<file path="config.mk">
export PLATFORM = sky130hd
export DESIGN_NAME = bbsx_exec
export DESIGN_NICKNAME = d
export VERILOG_FILES = /design/src/core/bbsx_pkg.sv /design/src/core/bbsx_agu.sv /design/src/core/bbsx_exec.sv
export SDC_FILE = /design/constraint.sdc
export NUM_CORES = 1
export LEC_CHECK = 0
export ABC_AREA = 1
export BUFFER_PORTS_ARGS = -buffer_cell sky130_fd_sc_hd__buf_4
export CELL_PAD_IN_SITES_DETAIL_PLACEMENT = 1
export CELL_PAD_IN_SITES_GLOBAL_PLACEMENT = 1
export CORE_ASPECT_RATIO = 0.75
export CORE_MARGIN = 3
export CORE_UTILIZATION = 38
export CTS_CLUSTER_DIAMETER = 40
export DETAILED_ROUTE_END_ITERATION = 10
export HOLD_SLACK_MARGIN = 0.15
export PLACE_DENSITY = 0.76
export SLEW_MARGIN = 20
export SYNTH_ARGS = -nofsm -noshare
export SYNTH_HDL_FRONTEND = slang
export SYNTH_SLANG_ARGS = --single-unit
</file>
<file path="constraint.sdc">
create_clock -name clk -period 3.2 [get_ports clk]
set_input_delay 0.48 -clock clk [delete_from_list [all_inputs] [get_ports clk]]
set_output_delay 0.48 -clock clk [all_outputs]
set_load 0.1 [all_outputs]
</file>
<file path="src/core/bbsx_pkg.sv">
// Package: constants, types and carriers of the branch and bit-set unit
package bbsx_pkg;

   // Opcode patterns
   localparam logic [7:0] OPC_BR_NO_OVERFLOW = 8'hE5;
   localparam logic [7:0] OPC_BR_NONZERO = 8'hE1;
   localparam logic [4:0] OPC_BR_ALWAYS = 5'h1A;
   localparam logic [3:0] OPC_SET_FILE_BIT = 4'h8;

   // Instruction field positions
   localparam int OPC8_MSB = 15;
   localparam int OPC8_LSB = 8;
   localparam int OPC5_LSB = 11;
   localparam int OPC4_LSB = 12;
   localparam int BIT_MSB = 11;
   localparam int BIT_LSB = 9;
   localparam int BANKSEL_POS = 8;
   localparam int FADR_MSB = 7;
   localparam int OFF8_MSB = 7;
   localparam int OFF11_MSB = 10;

   // Addressing constants
   localparam logic [7:0] ILO_LIMIT = 8'h5F;
   localparam logic [7:0] ACC_SPLIT = 8'h60;
   localparam logic [3:0] ACC_HIGH_BANK = 4'hF;
   localparam logic [3:0] ACC_LOW_BANK = 4'h0;

   // Quarter phases of one instruction cycle
   localparam logic [1:0] Q1 = 2'h0;
   localparam logic [1:0] Q2 = 2'h1;
   localparam logic [1:0] Q3 = 2'h2;
   localparam logic [1:0] Q4 = 2'h3;

   // Register offsets (byte addresses)
   localparam logic [7:0] OFS_CTRL = 8'h00;
   localparam logic [7:0] OFS_BANK = 8'h04;
   localparam logic [7:0] OFS_IDXBASE = 8'h08;
   localparam logic [7:0] OFS_STATUS = 8'h0C;
   localparam logic [7:0] OFS_LASTPC = 8'h10;

   // Field positions and reset values
   localparam int CTRL_EXT_POS = 0;
   localparam logic RST_EXT = 1'b0;
   localparam logic [3:0] RST_BANK = 4'h0;
   localparam logic [11:0] RST_IDXBASE = 12'h000;
   localparam logic [20:0] RST_PC = 21'h00_0000;

   typedef enum logic [1:0] {
      ST_IDLE = 2'b00,
      ST_EXEC = 2'b01,
      ST_FLUSH = 2'b11
   } bbsx_state_t;

   typedef enum logic [2:0] {
      OP_NONE = 3'h0,
      OP_BR_NO_OVERFLOW = 3'h1,
      OP_BR_NONZERO = 3'h2,
      OP_BR_ALWAYS = 3'h3,
      OP_SET_FILE_BIT = 3'h4
   } bbsx_op_t;

   typedef struct packed {
      logic neg;
      logic ov;
      logic zero;
      logic dc;
      logic carry;
   } bbsx_flags_t;

   typedef struct packed {
      logic cyc;
      logic stb;
      logic we;
      logic [7:0] adr;
      logic [3:0] sel;
      logic [31:0] dat;
   } bbsx_wb_req_t;

   typedef struct packed {
      logic rd;
      logic wr;
      logic [11:0] addr;
      logic [7:0] wdata;
   } bbsx_mem_req_t;

   typedef struct packed {
      logic wr;
      logic [20:0] target;
   } bbsx_pc_req_t;

endpackage : bbsx_pkg

</file>
<file path="src/core/bbsx_agu.sv">
// File-register address unit for the bit-set instruction
`timescale 1ns/1ps
`default_nettype none
module bbsx_agu
(
   input wire logic bank_sel,
   input wire logic [7:0] fadr,
   input wire logic ext_en,
   input wire logic [3:0] bank,
   input wire logic [11:0] idx_base,
   output logic [11:0] addr
);
   import bbsx_pkg::*;

   // Bank, access bank or indexed literal offset
   always_comb
   begin
      if (bank_sel)
      begin
         addr = {bank, fadr};
      end
      else if (ext_en && (fadr <= ILO_LIMIT))
      begin
         addr = idx_base + {4'h0, fadr};
      end
      else if (fadr < ACC_SPLIT)
      begin
         addr = {ACC_LOW_BANK, fadr};
      end
      else
      begin
         addr = {ACC_HIGH_BANK, fadr};
      end
   end

endmodule : bbsx_agu
`default_nettype wire

</file>
<file path="src/core/bbsx_exec.sv">
// Decode and execute of relative branches and bit set, with Wishbone regs
//
// Summary of operation
// - Opcode E5 with 8-bit offset branches only when overflow is clear.
// - Conditional target is incremented PC plus twice the signed offset.
// - Untaken branch takes one cycle; taken writes PC in Q4, then a nop.
// - Opcode E1 branches only when zero flag is clear, same timing.
// - Prefix 11010 with 11-bit offset always loads incremented PC plus 2n.
// - Unconditional branch always takes two cycles, second being a nop.
// - Bit set: read file register, set one bit, write back in one cycle.
// - Bank bit 0 picks the access bank; 1 uses the bank select register.
// - Extended set with bank bit zero uses indexed offset for f up to 5Fh.
`timescale 1ns/1ps
`default_nettype none
module bbsx_exec
(
   input wire logic clk,
   input wire logic rst,
   input wire logic ce,
   input wire logic instr_valid,
   input wire logic [15:0] instr,
   input wire logic [20:0] pc_incr,
   input wire bbsx_pkg::bbsx_flags_t flags,
   input wire logic [7:0] mem_rdata,
   input wire bbsx_pkg::bbsx_wb_req_t wb_req,
   output logic [31:0] wb_dat_o,
   output logic wb_ack_o,
   output bbsx_pkg::bbsx_mem_req_t mem_req,
   output bbsx_pkg::bbsx_pc_req_t pc_req,
   output logic fetch_ready,
   output logic [1:0] qphase
);
   import bbsx_pkg::*;

   typedef struct packed {
      bbsx_state_t st;
      logic [1:0] q;
      bbsx_op_t op;
      logic take;
      logic [2:0] bitn;
      logic [20:0] target;
      logic [20:0] last_pc;
      logic [7:0] rdata;
      bbsx_mem_req_t mem;
      bbsx_pc_req_t pc;
      logic fetch_ready;
      logic ext_en;
      logic [3:0] bank;
      logic [11:0] idx_base;
      logic wb_ack;
      logic [31:0] wb_dat;
   } bbsx_regs_t;

   bbsx_regs_t r_reg;
   bbsx_regs_t r_next;
   bbsx_op_t dec_op;
   logic [11:0] agu_addr;
   logic [20:0] off8_bytes;
   logic [20:0] off11_bytes;
   logic wb_hit;

   // Address for the file register, from the word being decoded
   bbsx_agu u_agu (
      .bank_sel(instr[BANKSEL_POS]),
      .fadr(instr[FADR_MSB:0]),
      .ext_en(r_reg.ext_en),
      .bank(r_reg.bank),
      .idx_base(r_reg.idx_base),
      .addr(agu_addr)
   );

   // Opcode classification; anything else is left to other decoders
   always_comb
   begin
      if (instr[OPC8_MSB:OPC8_LSB] == OPC_BR_NO_OVERFLOW)
      begin
         dec_op = OP_BR_NO_OVERFLOW;
      end
      else if (instr[OPC8_MSB:OPC8_LSB] == OPC_BR_NONZERO)
      begin
         dec_op = OP_BR_NONZERO;
      end
      else if (instr[OPC8_MSB:OPC5_LSB] == OPC_BR_ALWAYS)
      begin
         dec_op = OP_BR_ALWAYS;
      end
      else if (instr[OPC8_MSB:OPC4_LSB] == OPC_SET_FILE_BIT)
      begin
         dec_op = OP_SET_FILE_BIT;
      end
      else
      begin
         dec_op = OP_NONE;
      end
   end

   // Sign-extended offsets already doubled into byte distances
   assign off8_bytes = {{12{instr[OFF8_MSB]}}, instr[OFF8_MSB:0], 1'b0};
   assign off11_bytes = {{9{instr[OFF11_MSB]}}, instr[OFF11_MSB:0], 1'b0};
   assign wb_hit = wb_req.cyc && wb_req.stb && !r_reg.wb_ack;

   // Next-state logic: sequencer, execution and register slave
   always_comb
   begin
      r_next = r_reg;
      r_next.q = r_reg.q + 2'h1;
      r_next.pc.wr = 1'b0;
      r_next.mem.wr = 1'b0;
      r_next.wb_ack = 1'b0;
      case (r_reg.q)
         Q1:
         begin
            if (r_reg.st == ST_IDLE && instr_valid)
            begin
               // Decode; the target is fixed now so a later PC change is moot
               r_next.op = dec_op;
               r_next.st = ST_EXEC;
               r_next.bitn = instr[BIT_MSB:BIT_LSB];
               r_next.take = 1'b0;
               r_next.target = pc_incr;
               case (dec_op)
                  OP_BR_NO_OVERFLOW:
                  begin
                     r_next.take = !flags.ov;
                     r_next.target = pc_incr + off8_bytes;
                  end
                  OP_BR_NONZERO:
                  begin
                     r_next.take = !flags.zero;
                     r_next.target = pc_incr + off8_bytes;
                  end
                  OP_BR_ALWAYS:
                  begin
                     r_next.take = 1'b1;
                     r_next.target = pc_incr + off11_bytes;
                  end
                  OP_SET_FILE_BIT:
                  begin
                     r_next.mem.rd = 1'b1;
                     r_next.mem.addr = agu_addr;
                  end
                  default:
                  begin
                     r_next.take = 1'b0;
                  end
               endcase
            end
         end
         Q2:
         begin
            // Read of file register completes at the end of Q2
            if (r_reg.st == ST_EXEC && r_reg.op == OP_SET_FILE_BIT)
            begin
               r_next.rdata = mem_rdata;
               r_next.mem.rd = 1'b0;
            end
         end
         Q3:
         begin
            // Process; writes land during Q4
            if (r_reg.st == ST_EXEC && r_reg.op == OP_SET_FILE_BIT)
            begin
               r_next.mem.wr = 1'b1;
               r_next.mem.wdata = r_reg.rdata | (8'h01 << r_reg.bitn);
            end
            if (r_reg.st == ST_EXEC && r_reg.take)
            begin
               r_next.pc.wr = 1'b1;
               r_next.pc.target = r_reg.target;
               r_next.last_pc = r_reg.target;
            end
            if (r_reg.st == ST_EXEC && r_reg.take)
            begin
               r_next.fetch_ready = 1'b0; // Next word is stale, flush it
            end
         end
         default:
         begin
            // End of Q4: a taken branch spends the next cycle as a nop
            if (r_reg.st == ST_EXEC && r_reg.take)
            begin
               r_next.st = ST_FLUSH;
            end
            else
            begin
               r_next.st = ST_IDLE;
               r_next.fetch_ready = 1'b1;
            end
            r_next.take = 1'b0;
         end
      endcase
      // No flag write path exists: status passes through untouched

      // Wishbone slave: one-cycle answer, unmapped reads return zero
      if (wb_hit)
      begin
         r_next.wb_ack = 1'b1;
         r_next.wb_dat = 32'h0000_0000;
         if (wb_req.adr == OFS_CTRL)
         begin
            r_next.wb_dat[CTRL_EXT_POS] = r_reg.ext_en;
            if (wb_req.we && wb_req.sel[0])
            begin
               r_next.ext_en = wb_req.dat[CTRL_EXT_POS];
            end
         end
         else if (wb_req.adr == OFS_BANK)
         begin
            r_next.wb_dat[3:0] = r_reg.bank;
            if (wb_req.we && wb_req.sel[0])
            begin
               r_next.bank = wb_req.dat[3:0];
            end
         end
         else if (wb_req.adr == OFS_IDXBASE)
         begin
            r_next.wb_dat[11:0] = r_reg.idx_base;
            if (wb_req.we && wb_req.sel[0])
            begin
               r_next.idx_base[7:0] = wb_req.dat[7:0];
            end
            if (wb_req.we && wb_req.sel[1])
            begin
               r_next.idx_base[11:8] = wb_req.dat[11:8];
            end
         end
         else if (wb_req.adr == OFS_STATUS)
         begin
            r_next.wb_dat[7:0] = {r_reg.op, r_reg.st, r_reg.q, r_reg.take};
         end
         else if (wb_req.adr == OFS_LASTPC)
         begin
            r_next.wb_dat[20:0] = r_reg.last_pc;
         end
         else
         begin
            r_next.wb_dat = 32'h0000_0000;
         end
      end
      // Data only matters with ack; clear it so idle reads are quiet
      if (!wb_hit)
      begin
         r_next.wb_dat = 32'h0000_0000;
      end
   end

   // State register; clock enable freezes everything including the bus
   always_ff @(posedge clk)
   begin
      if (rst)
      begin
         r_reg <= '0;
         r_reg.st <= ST_IDLE;
         r_reg.op <= OP_NONE;
         r_reg.fetch_ready <= 1'b1;
         r_reg.ext_en <= RST_EXT;
         r_reg.bank <= RST_BANK;
         r_reg.idx_base <= RST_IDXBASE;
         r_reg.target <= RST_PC;
         r_reg.last_pc <= RST_PC;
      end
      else if (ce)
      begin
         r_reg <= r_next;
      end
   end

   // Outputs straight from the state register
   assign wb_dat_o = r_reg.wb_dat;
   assign wb_ack_o = r_reg.wb_ack;
   assign mem_req = r_reg.mem;
   assign pc_req = r_reg.pc;
   assign fetch_ready = r_reg.fetch_ready;
   assign qphase = r_reg.q;

endmodule : bbsx_exec
`default_nettype wire

</file>
# Word level (Yosys, flattened, before mapping)
# Index checks and enable logic that the tools add are counted.
dict set report op_classes {
  mux 41
  n_eq_ne 21
  bitwise_logic 5
  add_sub_neg 4
  n_reduce_logical 30
  magnitude_cmp 2
  shifts 1
}
# operator count
set op_table {}
lappend op_table {{21-bit two-way mux} 6}
lappend op_table {{12-bit two-way mux} 4}
lappend op_table {{22-bit two-way mux} 2}
lappend op_table {{21-bit adder} 2}
lappend op_table {{21-bit case mux with 2 select lines} 1}
lappend op_table {{33-bit two-way mux} 1}
lappend op_table {{32-bit two-way mux} 1}
lappend op_table {{31-bit two-way mux} 1}
lappend op_table {{25-bit two-way mux} 1}
lappend op_table {{17-bit two-way mux} 1}
lappend op_table {{8-bit by 4-bit == test with 1-bit output (second input constant)} 2}
lappend op_table {{8-bit == test (second input constant)} 2}
lappend op_table {{3-bit AND reduction} 5}
lappend op_table {{13-bit two-way mux} 1}
lappend op_table {{12-bit by 8-bit adder with 12-bit output} 1}
lappend op_table {{3-bit two-way mux} 4}
lappend op_table {{4-bit AND reduction} 3}
lappend op_table {{6-bit AND reduction} 2}
lappend op_table {{5-bit AND reduction} 2}
lappend op_table {{9-bit two-way mux} 1}
lappend op_table {{8-bit by 3-bit == test with 1-bit output (second input constant)} 1}
lappend op_table {{8-bit by 5-bit == test with 1-bit output (second input constant)} 1}
lappend op_table {{8-bit by 7-bit less-or-equal comparator with 1-bit output (second input constant)} 1}
lappend op_table {{1-bit logical AND} 8}
lappend op_table {{26 further kinds} 50}
dict set report totals {
  output_inout_bits 80
  reg_bits 135
  in_bits 101
  elab_cells 124
}

# Longest topological paths before layout
# Gate-level depths: netlist (run 1).
dict set report depth {
  ltp_word 13
  ltp_mapped 19
  depth_no_buf 19
}

# By module
# A second synthesis (run 1) with hierarchy kept.
dict set report hier_totals {
  hier_cells 1173
  hier_area_um2 8116.5
}
# mod seq_area_each_um2 instances cells_each area_per_inst_um2
set by_module_without_submodules {}
lappend by_module_without_submodules {bbsx_exec 2702.6 1 1046 7424.6}
lappend by_module_without_submodules {bbsx_agu 0.0 1 127 691.9}

# Worst setup path after synthesis (run 1)
# Ideal clock, no wire load.
dict set report synth_path {
  kind {input -> register}
  startpoint {input port instr[14]}
  endpoint {register r_reg[144] in the netlist's numbering}
  n_path_buf 0
  stages 19
  setup_slack_ps 826
  arrival_time_ps 2265
  setup_ps 109
  t_required_ps 3091
  cell_sequence {nand2_1 > nor2_1 > nand2_1 > nand2_1 > nand2_1 > inv_1 > ha_1 > nand2_1 > inv_1 > nand3_1 > inv_1 > a21oi_1 > nand3_1 > nand2_1 > nand2_1 > nand2_1 > nand3_1 > nand2_1 > inv_1}
}
dict set report synth_via {
  elab_chain_len 8
  elab_cells_between_ends 13
  cone_classes {eq/ne: 7; mux: 5; reduce/logical: 1}
}
# item line_no
set synth_rtl {}
lappend synth_rtl {{from (decl)} bbsx_exec.sv:21} ;# input wire logic [15:0] instr,
lappend synth_rtl {{4-bit == test} bbsx_exec.sv:87} ;# else if (instr[OPC8_MSB:OPC4_LSB] == OPC_SET_FILE_BIT)
lappend synth_rtl {{3-bit two-way mux} bbsx_exec.sv:87}
lappend synth_rtl {{3-bit two-way mux} bbsx_exec.sv:83} ;# else if (instr[OPC8_MSB:OPC5_LSB] == OPC_BR_ALWAYS)
lappend synth_rtl {{3-bit two-way mux} bbsx_exec.sv:79} ;# else if (instr[OPC8_MSB:OPC8_LSB] == OPC_BR_NONZERO)
lappend synth_rtl {{3-bit two-way mux *} bbsx_exec.sv:75} ;# if (instr[OPC8_MSB:OPC8_LSB] == OPC_BR_NO_OVERFLOW)
lappend synth_rtl {{3-bit by 2-bit == test with 1-bit output / 3-bit by 1-bit == test with 1-bit output (equally long branches)} bbsx_exec.sv:121} ;# case (dec_op)
lappend synth_rtl {{2-bit OR reduction (no line)} n/a}
lappend synth_rtl {{21-bit case mux with 2 select lines *} bbsx_exec.sv:121}
lappend synth_rtl {{to (signal assigned)} bbsx_exec.sv:264} ;# r_reg <= r_next;
lappend synth_rtl {{to (decl)} bbsx_exec.sv:54} ;# bbsx_regs_t r_reg;
# Every way passes the cells marked *; elsewhere a longest branch is shown, timed or not.
# A chain may end at the register's enable or synchronous reset.

# Worst setup path in the final report (run 1)
# Ends and elaborated chain as after synthesis.

==> flow_summary_export.csv, run 1 <==
group,metric,value,unit
status,run_status,"completed",
final_layout,largest_register_ffs,55,
final_layout,syn_to_final_growth,18.1,%
cts,clock_latency,0.42,ns
sta,max-slew-margin-rel,46.0,%
cts,clock_sinks,135,
yosys,synth_seq_cells,135,
place,port_buffers,155,
cts,cts_buffers,17,
yosys,synthMuxAreaShare,0,%
final_layout,drive_above_1_share,18.3,%
setup_path,cp-start-kind,"input port",
sta,layout_min_cycle_time,2.62,ns
routing,wl_per_cell,17.3,um
setup_path,worstPathArrival,2.95,ns
final_layout,diodes,0,
power,p_per_area,455,nW/um2
final_layout,fillers,2552,
sta,setup_tns,0,ns
routing,vias,7672,
yosys,synth_top_family_by_area,"simple AND/OR/NAND/NOR gates",
routing,drt-total-wl,25500,um
yosys,yosysSeqAreaShare,34.5,%
setup_path,critPathCaptureType,"flip-flop",
grt,grt_pass1_vias,7529,
place,place_ws,0.171,ns
setup_path,cp.required,3.53,ns
cts,hold_buffers,0,
grt,grt_max_degree,49,
power,ir_drop,0.335,mV
grt,grt_pass1_wl,40200,um
yosys,synth_fa_ha_area_share,5.78,%
routing,dr.pass1.iters,5,
die,core_area,19800,um2
grt,gr-usage-all-layers,22.9,%
routing,drtIter0Drc,477,
power,leakagePower,4.36,nW
cts,cts_resized,0,
die,dieArea,22400,um2
yosys,synth-simple-area-share,24.6,%
sta,setup_slack,0.579,ns
die,rows,44,
yosys,synth_area,7840,um2
sta,rsz0062_at_grt,"false",
routing,vias_per_cell,5.20,
yosys,synth_nets,1275,
cts,cts_tree,"yes",
cts,root_buffer,"clkbuf_16",
sta,fin_crit_sh,81.9,%
die,die_w,172,um
final_layout,nNetsFinal,1346,
grt,grt_overflow,0,
setup_path,critical_path_class,"in -> reg",
yosys,yosys_warnings,0,
sta,fmax,0.382,GHz
place,routabilityCongestion,0.845,
final_layout,fin_cells,1476,
die,die_y,130,um
yosys,synthDistinctLibCells,42,
sta,fin_hold_ws,0.276,ns
yosys,netlist_instances,1139,
yosys,avgSynthCellArea,6.88,um2
sta,worst_pin_slew,0.806,ns
cts,cts_buffer_depth,2,
cts,ctsHtreeMaxLevel,4,
cts,postCtsSetupBuffers,0,
place,dp_cells,1444,
place,hpwl,19500,um
sta,finalSetupViolCount,0,
setup_path,cp_max_fo,10,
routing,ant_nets,0,
job,cap_violations,0,
yosys,synth_xor_area_share,1.12,%
die,start_util,39.5,%
yosys,synth_compound_area_share,18.1,%
sta,hold_viol_final,0,
cts,clk_pin_slew,0.06,ns
grt,antenna_found_initial,0,
die,num_io_pins,181,
sta,slew_viol_final,0,
routing,drc,0,
sta,skew,0.00866,ns
worst_hold_path,min_path_type,"in -> reg",
==> cell type report <==
class / count / area, um2 / share of cell area [%]
timing repair buffer: 166 / 1270 / 13.7
multi-input combinational: 755 / 3880 / 42.0
tap: 253 / 317 / 3.42
clock buffer: 18 / 439 / 4.75
clock inverter: 14 / 129 / 1.39
inverter: 135 / 509 / 5.50
sequential: 135 / 2700 / 29.2
==> per-layer routing <==
layer	track usage [%]	wire [um]
met2	35.8	11300
met1	32.1	12300
met4	7.09	474
met3	4.39	1430
met5	0	0
==> power by group <==
group	switching, mW	internal [mW]	total [mW]
sequential	0.0197	1.71	1.73
combinational	0.389	0.209	0.598
clock	0.792	1.09	1.88
total	1.20	3.01	4.21
==> stage by stage <==
step / area (um2) / utilization, % / total power [mW]
2_1_floorplan: 7840 / - / 2.15
3_3_place_gp: 8680 / 43.8 / 2.35
3_5_place_dp: 8680 / 43.8 / 2.36
4_1_cts: 9250 / 46.7 / 4.24
5_1_grt: 9250 / 46.7 / 4.40
6_report: 9250 / 46.7 / 4.21
==> layout by cell type, fill, tap and decap left out, drive strengths merged <==
cell      synthesis  final
nand2           226    226
buf              95    166
dfxtp           135    135
inv             134    135
a21oi           117    117
nor2            113    113
o21ai           111    111
nand3            75     75
ha               33     33
clkbuf           19     18
o211ai           15     15
nor3             13     13
a31oi            12     12
clkinv            1     10
xnor2             6      6
or2               6      6
nand4             6      6
xor2              4      4
nor4              3      3
o221ai            3      3
clkinvlp          0      3
nand3b            2      2
a211oi            2      2
fa                2      2
o21a              1      1
a32o              1      1
a22o              1      1
o2111ai           1      1
o31ai             1      1
a21boi            1      1
bufinv            0      1
==> worst max-delay path: stages <==
cell,delay (ns)
buf_4,0.09
nand2_1,0.07
nor2_1,0.17
nand2_1,0.19
nand2_1,0.17
nand2_1,0.08
inv_1,0.30
ha_1,0.37
nand2_1,0.12
inv_1,0.06
nand3_1,0.10
inv_1,0.05
a21oi_1,0.22
nand3_1,0.11
nand2_1,0.07
nand2_1,0.05
nand2_1,0.05
nand3_1,0.07
nand2_1,0.08
inv_1,0.03
==> logic make-up (layout without fill, tap and decap cells) <==
group,after synthesis,count (layout)
adder cells (fa/ha/maj),35,35
AND/OR/NAND/NOR,444,444
flip-flops,135,135
XOR/XNOR,10,10
buffers and inverters,249,333
AO/OA/AOI/OAI,266,266
==> cell usage after synthesis, drive strengths merged <==
library cell	n	area share (%)
dfxtp	135	34
nand3b	2	0.19
o21a	1	0.096
or2	6	0.48
a22o	1	0.11
nand4	6	0.48
o211ai	15	1.4
a31oi	12	0.96
buf	95	8.5
clkbuf	19	0.91
ha	33	5.3
a21oi	117	7.5
xor2	4	0.45
a211oi	2	0.19
nand3	75	5.0
o31ai	1	0.096
o221ai	3	0.34
nor4	3	0.24
nor2	113	6.0
a32o	1	0.13
nand2	226	11
inv	134	6.4
o2111ai	1	0.11
a21boi	1	0.096
o21ai	111	7.1
clkinv	1	0.048
fa	2	0.51
nor3	13	1.3
xnor2	6	0.67
==> worst paths after layout <==
path	from	endpoint	slack (ns)	cells after the start
max	instr[14]	r_reg[144]	0.58	20
min	mem_rdata[2]	r_reg[97]	0.28	3
max reg2reg	r_reg[33]	mem_req[16]	0.79	11
min reg2reg	wb_dat_o[27]	wb_dat_o[27]	0.44	2
Power figures use the tool's default switching activity.
==> run 2: changes to the inputs <==
- clock period: 3.2 -> 2.7 ns (I/O delays scaled with it)
==> flow_summary_export.csv, run 2 (synthesis gave the netlist of run 1 again) <==
group,metric,value,unit
status,run_status,"completed",
final_layout,diodes,0,
grt,grt_max_degree,37,
routing,drtIter0Drc,489,
die,num_io_pins,181,
die,core_area,19800,um2
sta,hold_viol_final,0,
final_layout,drive_above_1_share,18.9,%
final_layout,syn_to_final_growth,20.3,%
setup_path,cp_max_fo,3,
final_layout,most-common-layout-cells,"nand2_1 (225), buf_4 (174), dfxtp_1 (135)",
routing,drt-total-wl,26200,um
grt,gr-usage-all-layers,23.6,%
sta,worst_pin_slew,0.825,ns
grt,antenna_found_initial,0,
cts,postCtsSetupBuffers,0,
die,rows,44,
routing,dr.pass1.iters,5,
setup_path,cp.required,3.05,ns
setup_path,ff2ff_setup_slack,0.37,ns
grt,grt_pass1_vias,7763,
cts,cts_resized,0,
cts,clock_sinks,135,
cts,cts_buffer_depth,2,
cts,cts_tree,"yes",
routing,ant_nets,0,
routing,drc,0,
grt,grt_pass1_wl,41400,um
job,cap_violations,0,
worst_hold_path,min_path_type,"in -> reg",
sta,rsz0062_at_grt,"false",
routing,wl_per_cell,17.6,um
routing,vias_per_cell,5.20,
die,start_util,39.5,%
sta,setup_tns,0,ns
final_layout,nNetsFinal,1358,
place,hpwl,20100,um
sta,layout_min_cycle_time,2.33,ns
place,routabilityCongestion,0.845,
setup_path,worstPathArrival,2.69,ns
power,p_per_area,564,nW/um2
final_layout,final_common_cell,"nand2_1",
place,port_buffers,155,
setup_path,critPathCaptureType,"flip-flop",
die,dieArea,22400,um2
power,leakagePower,4.44,nW
place,dp_cells,1456,
die,die_w,172,um
cts,clk_pin_slew,0.06,ns
cts,hold_buffers,0,
die,die_y,130,um
cts,root_buffer,"clkbuf_16",
cts,cts_buffers,17,
power,ir_drop,0.376,mV
sta,fin_crit_sh,86.4,%
setup_path,cp-start-kind,"flip-flop",
cts,ctsHtreeMaxLevel,4,
cts,clock_latency,0.43,ns
setup_path,critical_path_class,"reg -> reg",
sta,slew_viol_final,0,
routing,vias,7744,
grt,grt_overflow,0,
final_layout,fin_cells,1488,
final_layout,largest_register_ffs,55,
sta,skew,0.00926,ns
sta,finalSetupViolCount,0,
sta,max-slew-margin-rel,44.9,%
sta,fmax,0.429,GHz
==> run 2: cell types whose count changed in the layout (fill, tap and decap cells not counted), sizes merged <==
cell      previous run  this run
clkinvlp             3         5
bufinv               1         4
buf                166       178
clkinv              10         2
clkbuf              18        21
==> run 2: power by group <==
group          leakage (nW)  internal [mW]  switching [mW]  total (mW)
combinational          3.06          0.269           0.477       0.746
clock                 0.292           1.60           0.922        2.52
sequential             1.09           2.03          0.0241        2.05
total                  4.44           3.89            1.42        5.32
==> run 2: area by class of cell <==
| class | instances | area, um2 |
|---|---|---|
| fillers | 2564 | 10400 |
| well taps | 253 | 317 |
| flip-flops and latches | 135 | 2700 |
| multi-input cells | 755 | 3880 |
| inverters | 135 | 509 |
| clock buffers | 21 | 460 |
| clock inverters | 11 | 171 |
| repair buffers | 178 | 1390 |
==> run 2: path summary, 6_finish.rpt <==
kind,startpoint,endpoint,depth (start not counted)
setup / recovery,r_reg[33],mem_req[18],12
hold / removal,mem_rdata[3],r_reg[98],3
setup reg to reg,r_reg[33],mem_req[18],12
hold reg to reg,wb_dat_o[21],wb_dat_o[21],2
==> run 2: per-layer routing <==
metal  vias up  GRT usage [%]  routed length [um]
met5         -              0                   0
met4         0           5.73                 360
met3        24           4.39                1220
met2       165           37.7               11800
met1      3730           33.2               12900
li1       3825              -                   -
==> run 2: metrics by stage <==
stage          utilization, %  worst slack [ns]  power (mW)  hold WS (ns)  area (um2)
5_1_grt                  47.6            0.0951        5.53         0.200        9430
4_1_cts                  47.6             0.372        5.35         0.192        9430
6_report                 47.6             0.367        5.32         0.199        9430
2_1_floorplan               -             0.401        2.55         0.419        7840
3_3_place_gp             44.4             0.100        2.81         0.427        8800
3_5_place_dp             44.4           -0.0306        2.83         0.432        8800
==> run 2: worst max-delay path, cell delays in order (launching register included) <==
cell and delay, ns:
dfxtp_1 0.42, ha_1 0.22, inv_1 0.06, fa_1 0.36, inv_1 0.10, nand3_1 0.07, nand2_1 0.10, a21boi_0 0.14
o21ai_0 0.39, nand2_1 0.10, nand2_1 0.07, nand3_1 0.06, a21oi_1 0.16
==> run 3: changes to the inputs <==
- RECOVER_POWER: default -> 100
==> flow_summary_export.csv, run 3 (synthesis gave the netlist of run 1 again) <==
group,metric,value,unit
status,run_status,"completed",
final_layout,fin_area,9050,um2
setup_path,cp_max_fo,36,
power,p_per_area,584,nW/um2
cts,cts_buffers,17,
cts,cts_resized,0,
cts,hold_buffers,0,
final_layout,utilization,45.7,%
setup_path,critical_path_class,"in -> reg",
setup_path,path_cells,"clkbuf_1 -> inv_1 -> clkbuf_2 -> o21ai_0 -> a21oi_1",
setup_path,max_stage_delay,0.76,ns
final_layout,final_common_cell,"nand2_1",
cts,cts_tree,"yes",
setup_path,cp-start-kind,"input port",
final_layout,most-common-layout-cells,"nand2_1 (225), dfxtp_1 (135), inv_1 (130)",
grt,grt_overflow,0,
job,cap_violations,0,
routing,wl_per_cell,17.6,um
sta,worst_pin_slew,1.25,ns
final_layout,diodes,0,
grt,grt_pass1_wl,41400,um
cts,clock_sinks,135,
routing,dr.pass1.iters,5,
place,hpwl,20100,um
die,start_util,39.5,%
place,port_buffers,155,
sta,max-slew-margin-rel,17.2,%
sta,layout_min_cycle_time,2.47,ns
routing,ant_nets,0,
setup_path,critPathCaptureType,"flip-flop",
sta,skew,0.0107,ns
cts,ctsHtreeMaxLevel,4,
worst_hold_path,min_path_type,"in -> reg",
sta,fin_crit_sh,91.4,%
die,dieArea,22400,um2
sta,slew_viol_final,0,
sta,fmax,0.405,GHz
routing,vias,7699,
die,die_w,172,um
final_layout,syn_to_final_growth,15.5,%
routing,drt-total-wl,26200,um
routing,drtIter0Drc,460,
setup_path,crit_buf_inv,3,
sta,finalSetupViolCount,0,
die,die_y,130,um
setup_path,worstPathArrival,2.73,ns
cts,clock_latency,0.42,ns
sta,rsz0062_at_grt,"false",
setup_path,critical-path-top-delay-family,"buffers and inverters",
grt,grt_pass1_vias,7763,
cts,root_buffer,"clkbuf_16",
grt,gr-usage-all-layers,23.6,%
routing,vias_per_cell,5.17,
final_layout,regArea,2700,um2
place,place_area,8800,um2
die,rows,44,
power,leakagePower,4.07,nW
setup_path,critical_path.slowest_cell,"inv_1",
final_layout,fillers,2613,
setup_path,cp.required,2.97,ns
grt,antenna_found_initial,0,
cts,clk_pin_slew,0.06,ns
die,num_io_pins,181,
grt,grt_max_degree,37,
routing,drc,0,
sta,hold_viol_final,0,
cts,postCtsSetupBuffers,0,
power,ir_drop,0.376,mV
cts,cts_buffer_depth,2,
final_layout,nNetsFinal,1358,
place,routabilityCongestion,0.845,
die,core_area,19800,um2
final_layout,multiInputGateArea,3870,um2
final_layout,drive_above_1_share,11.5,%
final_layout,largest_register_ffs,55,
-- run 3: cell types whose count changed in the layout (fill, tap and decap cells not counted), moves of 2 or more --
cell / change
inv_1: +3
o21ai_0: +3
buf_4: -87
clkbuf_1: +86
o21ai_1: -3
nor2_1: +2
buf_12: -3
inv_2: -3
clkbuf_2: +3
nor2_2: -2
-- run 3: area by class of cell --
class	count	share of cell area, %
Inverter	135	5.62
Clock buffer	21	5.09
Tap cell	253	3.50
Timing Repair Buffer	178	11.2
Clock inverter	11	1.89
Sequential cell	135	29.9
Multi-Input combinational cell	755	42.8
-- run 3: report_power, final --
part | switching, mW | internal, mW
clock network | 0.917 | 1.60
registers | 0.0238 | 2.03
logic | 0.473 | 0.251
total | 1.41 | 3.88
-- run 3: stage by stage --
step | setup TNS [ns] | setup WS (ns) | cells | hold WS [ns] | power, mW
final | 0 | 0.233 | 1488 | 0.199 | 5.29
after detailed placement | -0.0306 | -0.0306 | 1456 | 0.432 | 2.83
after global routing | 0 | 0.0587 | 1488 | 0.200 | 5.51
after global placement | 0 | 0.100 | 1456 | 0.427 | 2.81
after CTS | 0 | 0.372 | 1488 | 0.192 | 5.35
after floorplan | 0 | 0.401 | 1139 | 0.419 | 2.55
-- run 3: tightest hold or removal path: stages --
cell,delay [ns]
buf_4,0.08
nor2_1,0.03
nor2_1,0.08
-- run 3: per-layer routing --
layer / global-route usage, % / vias to the layer above / routed length, um
li1: - / 3825 / -
met5: 0 / - / 0
met2: 37.7 / 169 / 11700
met4: 5.73 / 0 / 350
met3: 4.39 / 22 / 1240
met1: 33.2 / 3683 / 12900
-- run 3: worst paths after layout --
| kind | startpoint | endpoint | slack [ns] | cells past startpoint |
|---|---|---|---|---|
| setup / recovery | rst | pc_req[8] | 0.23 | 5 |
| hold / removal | mem_rdata[3] | r_reg[98] | 0.20 | 3 |
| setup reg to reg | qphase[0] | r_reg[141] | 0.34 | 9 |
| hold reg to reg | wb_dat_o[21] | wb_dat_o[21] | 0.44 | 2 |
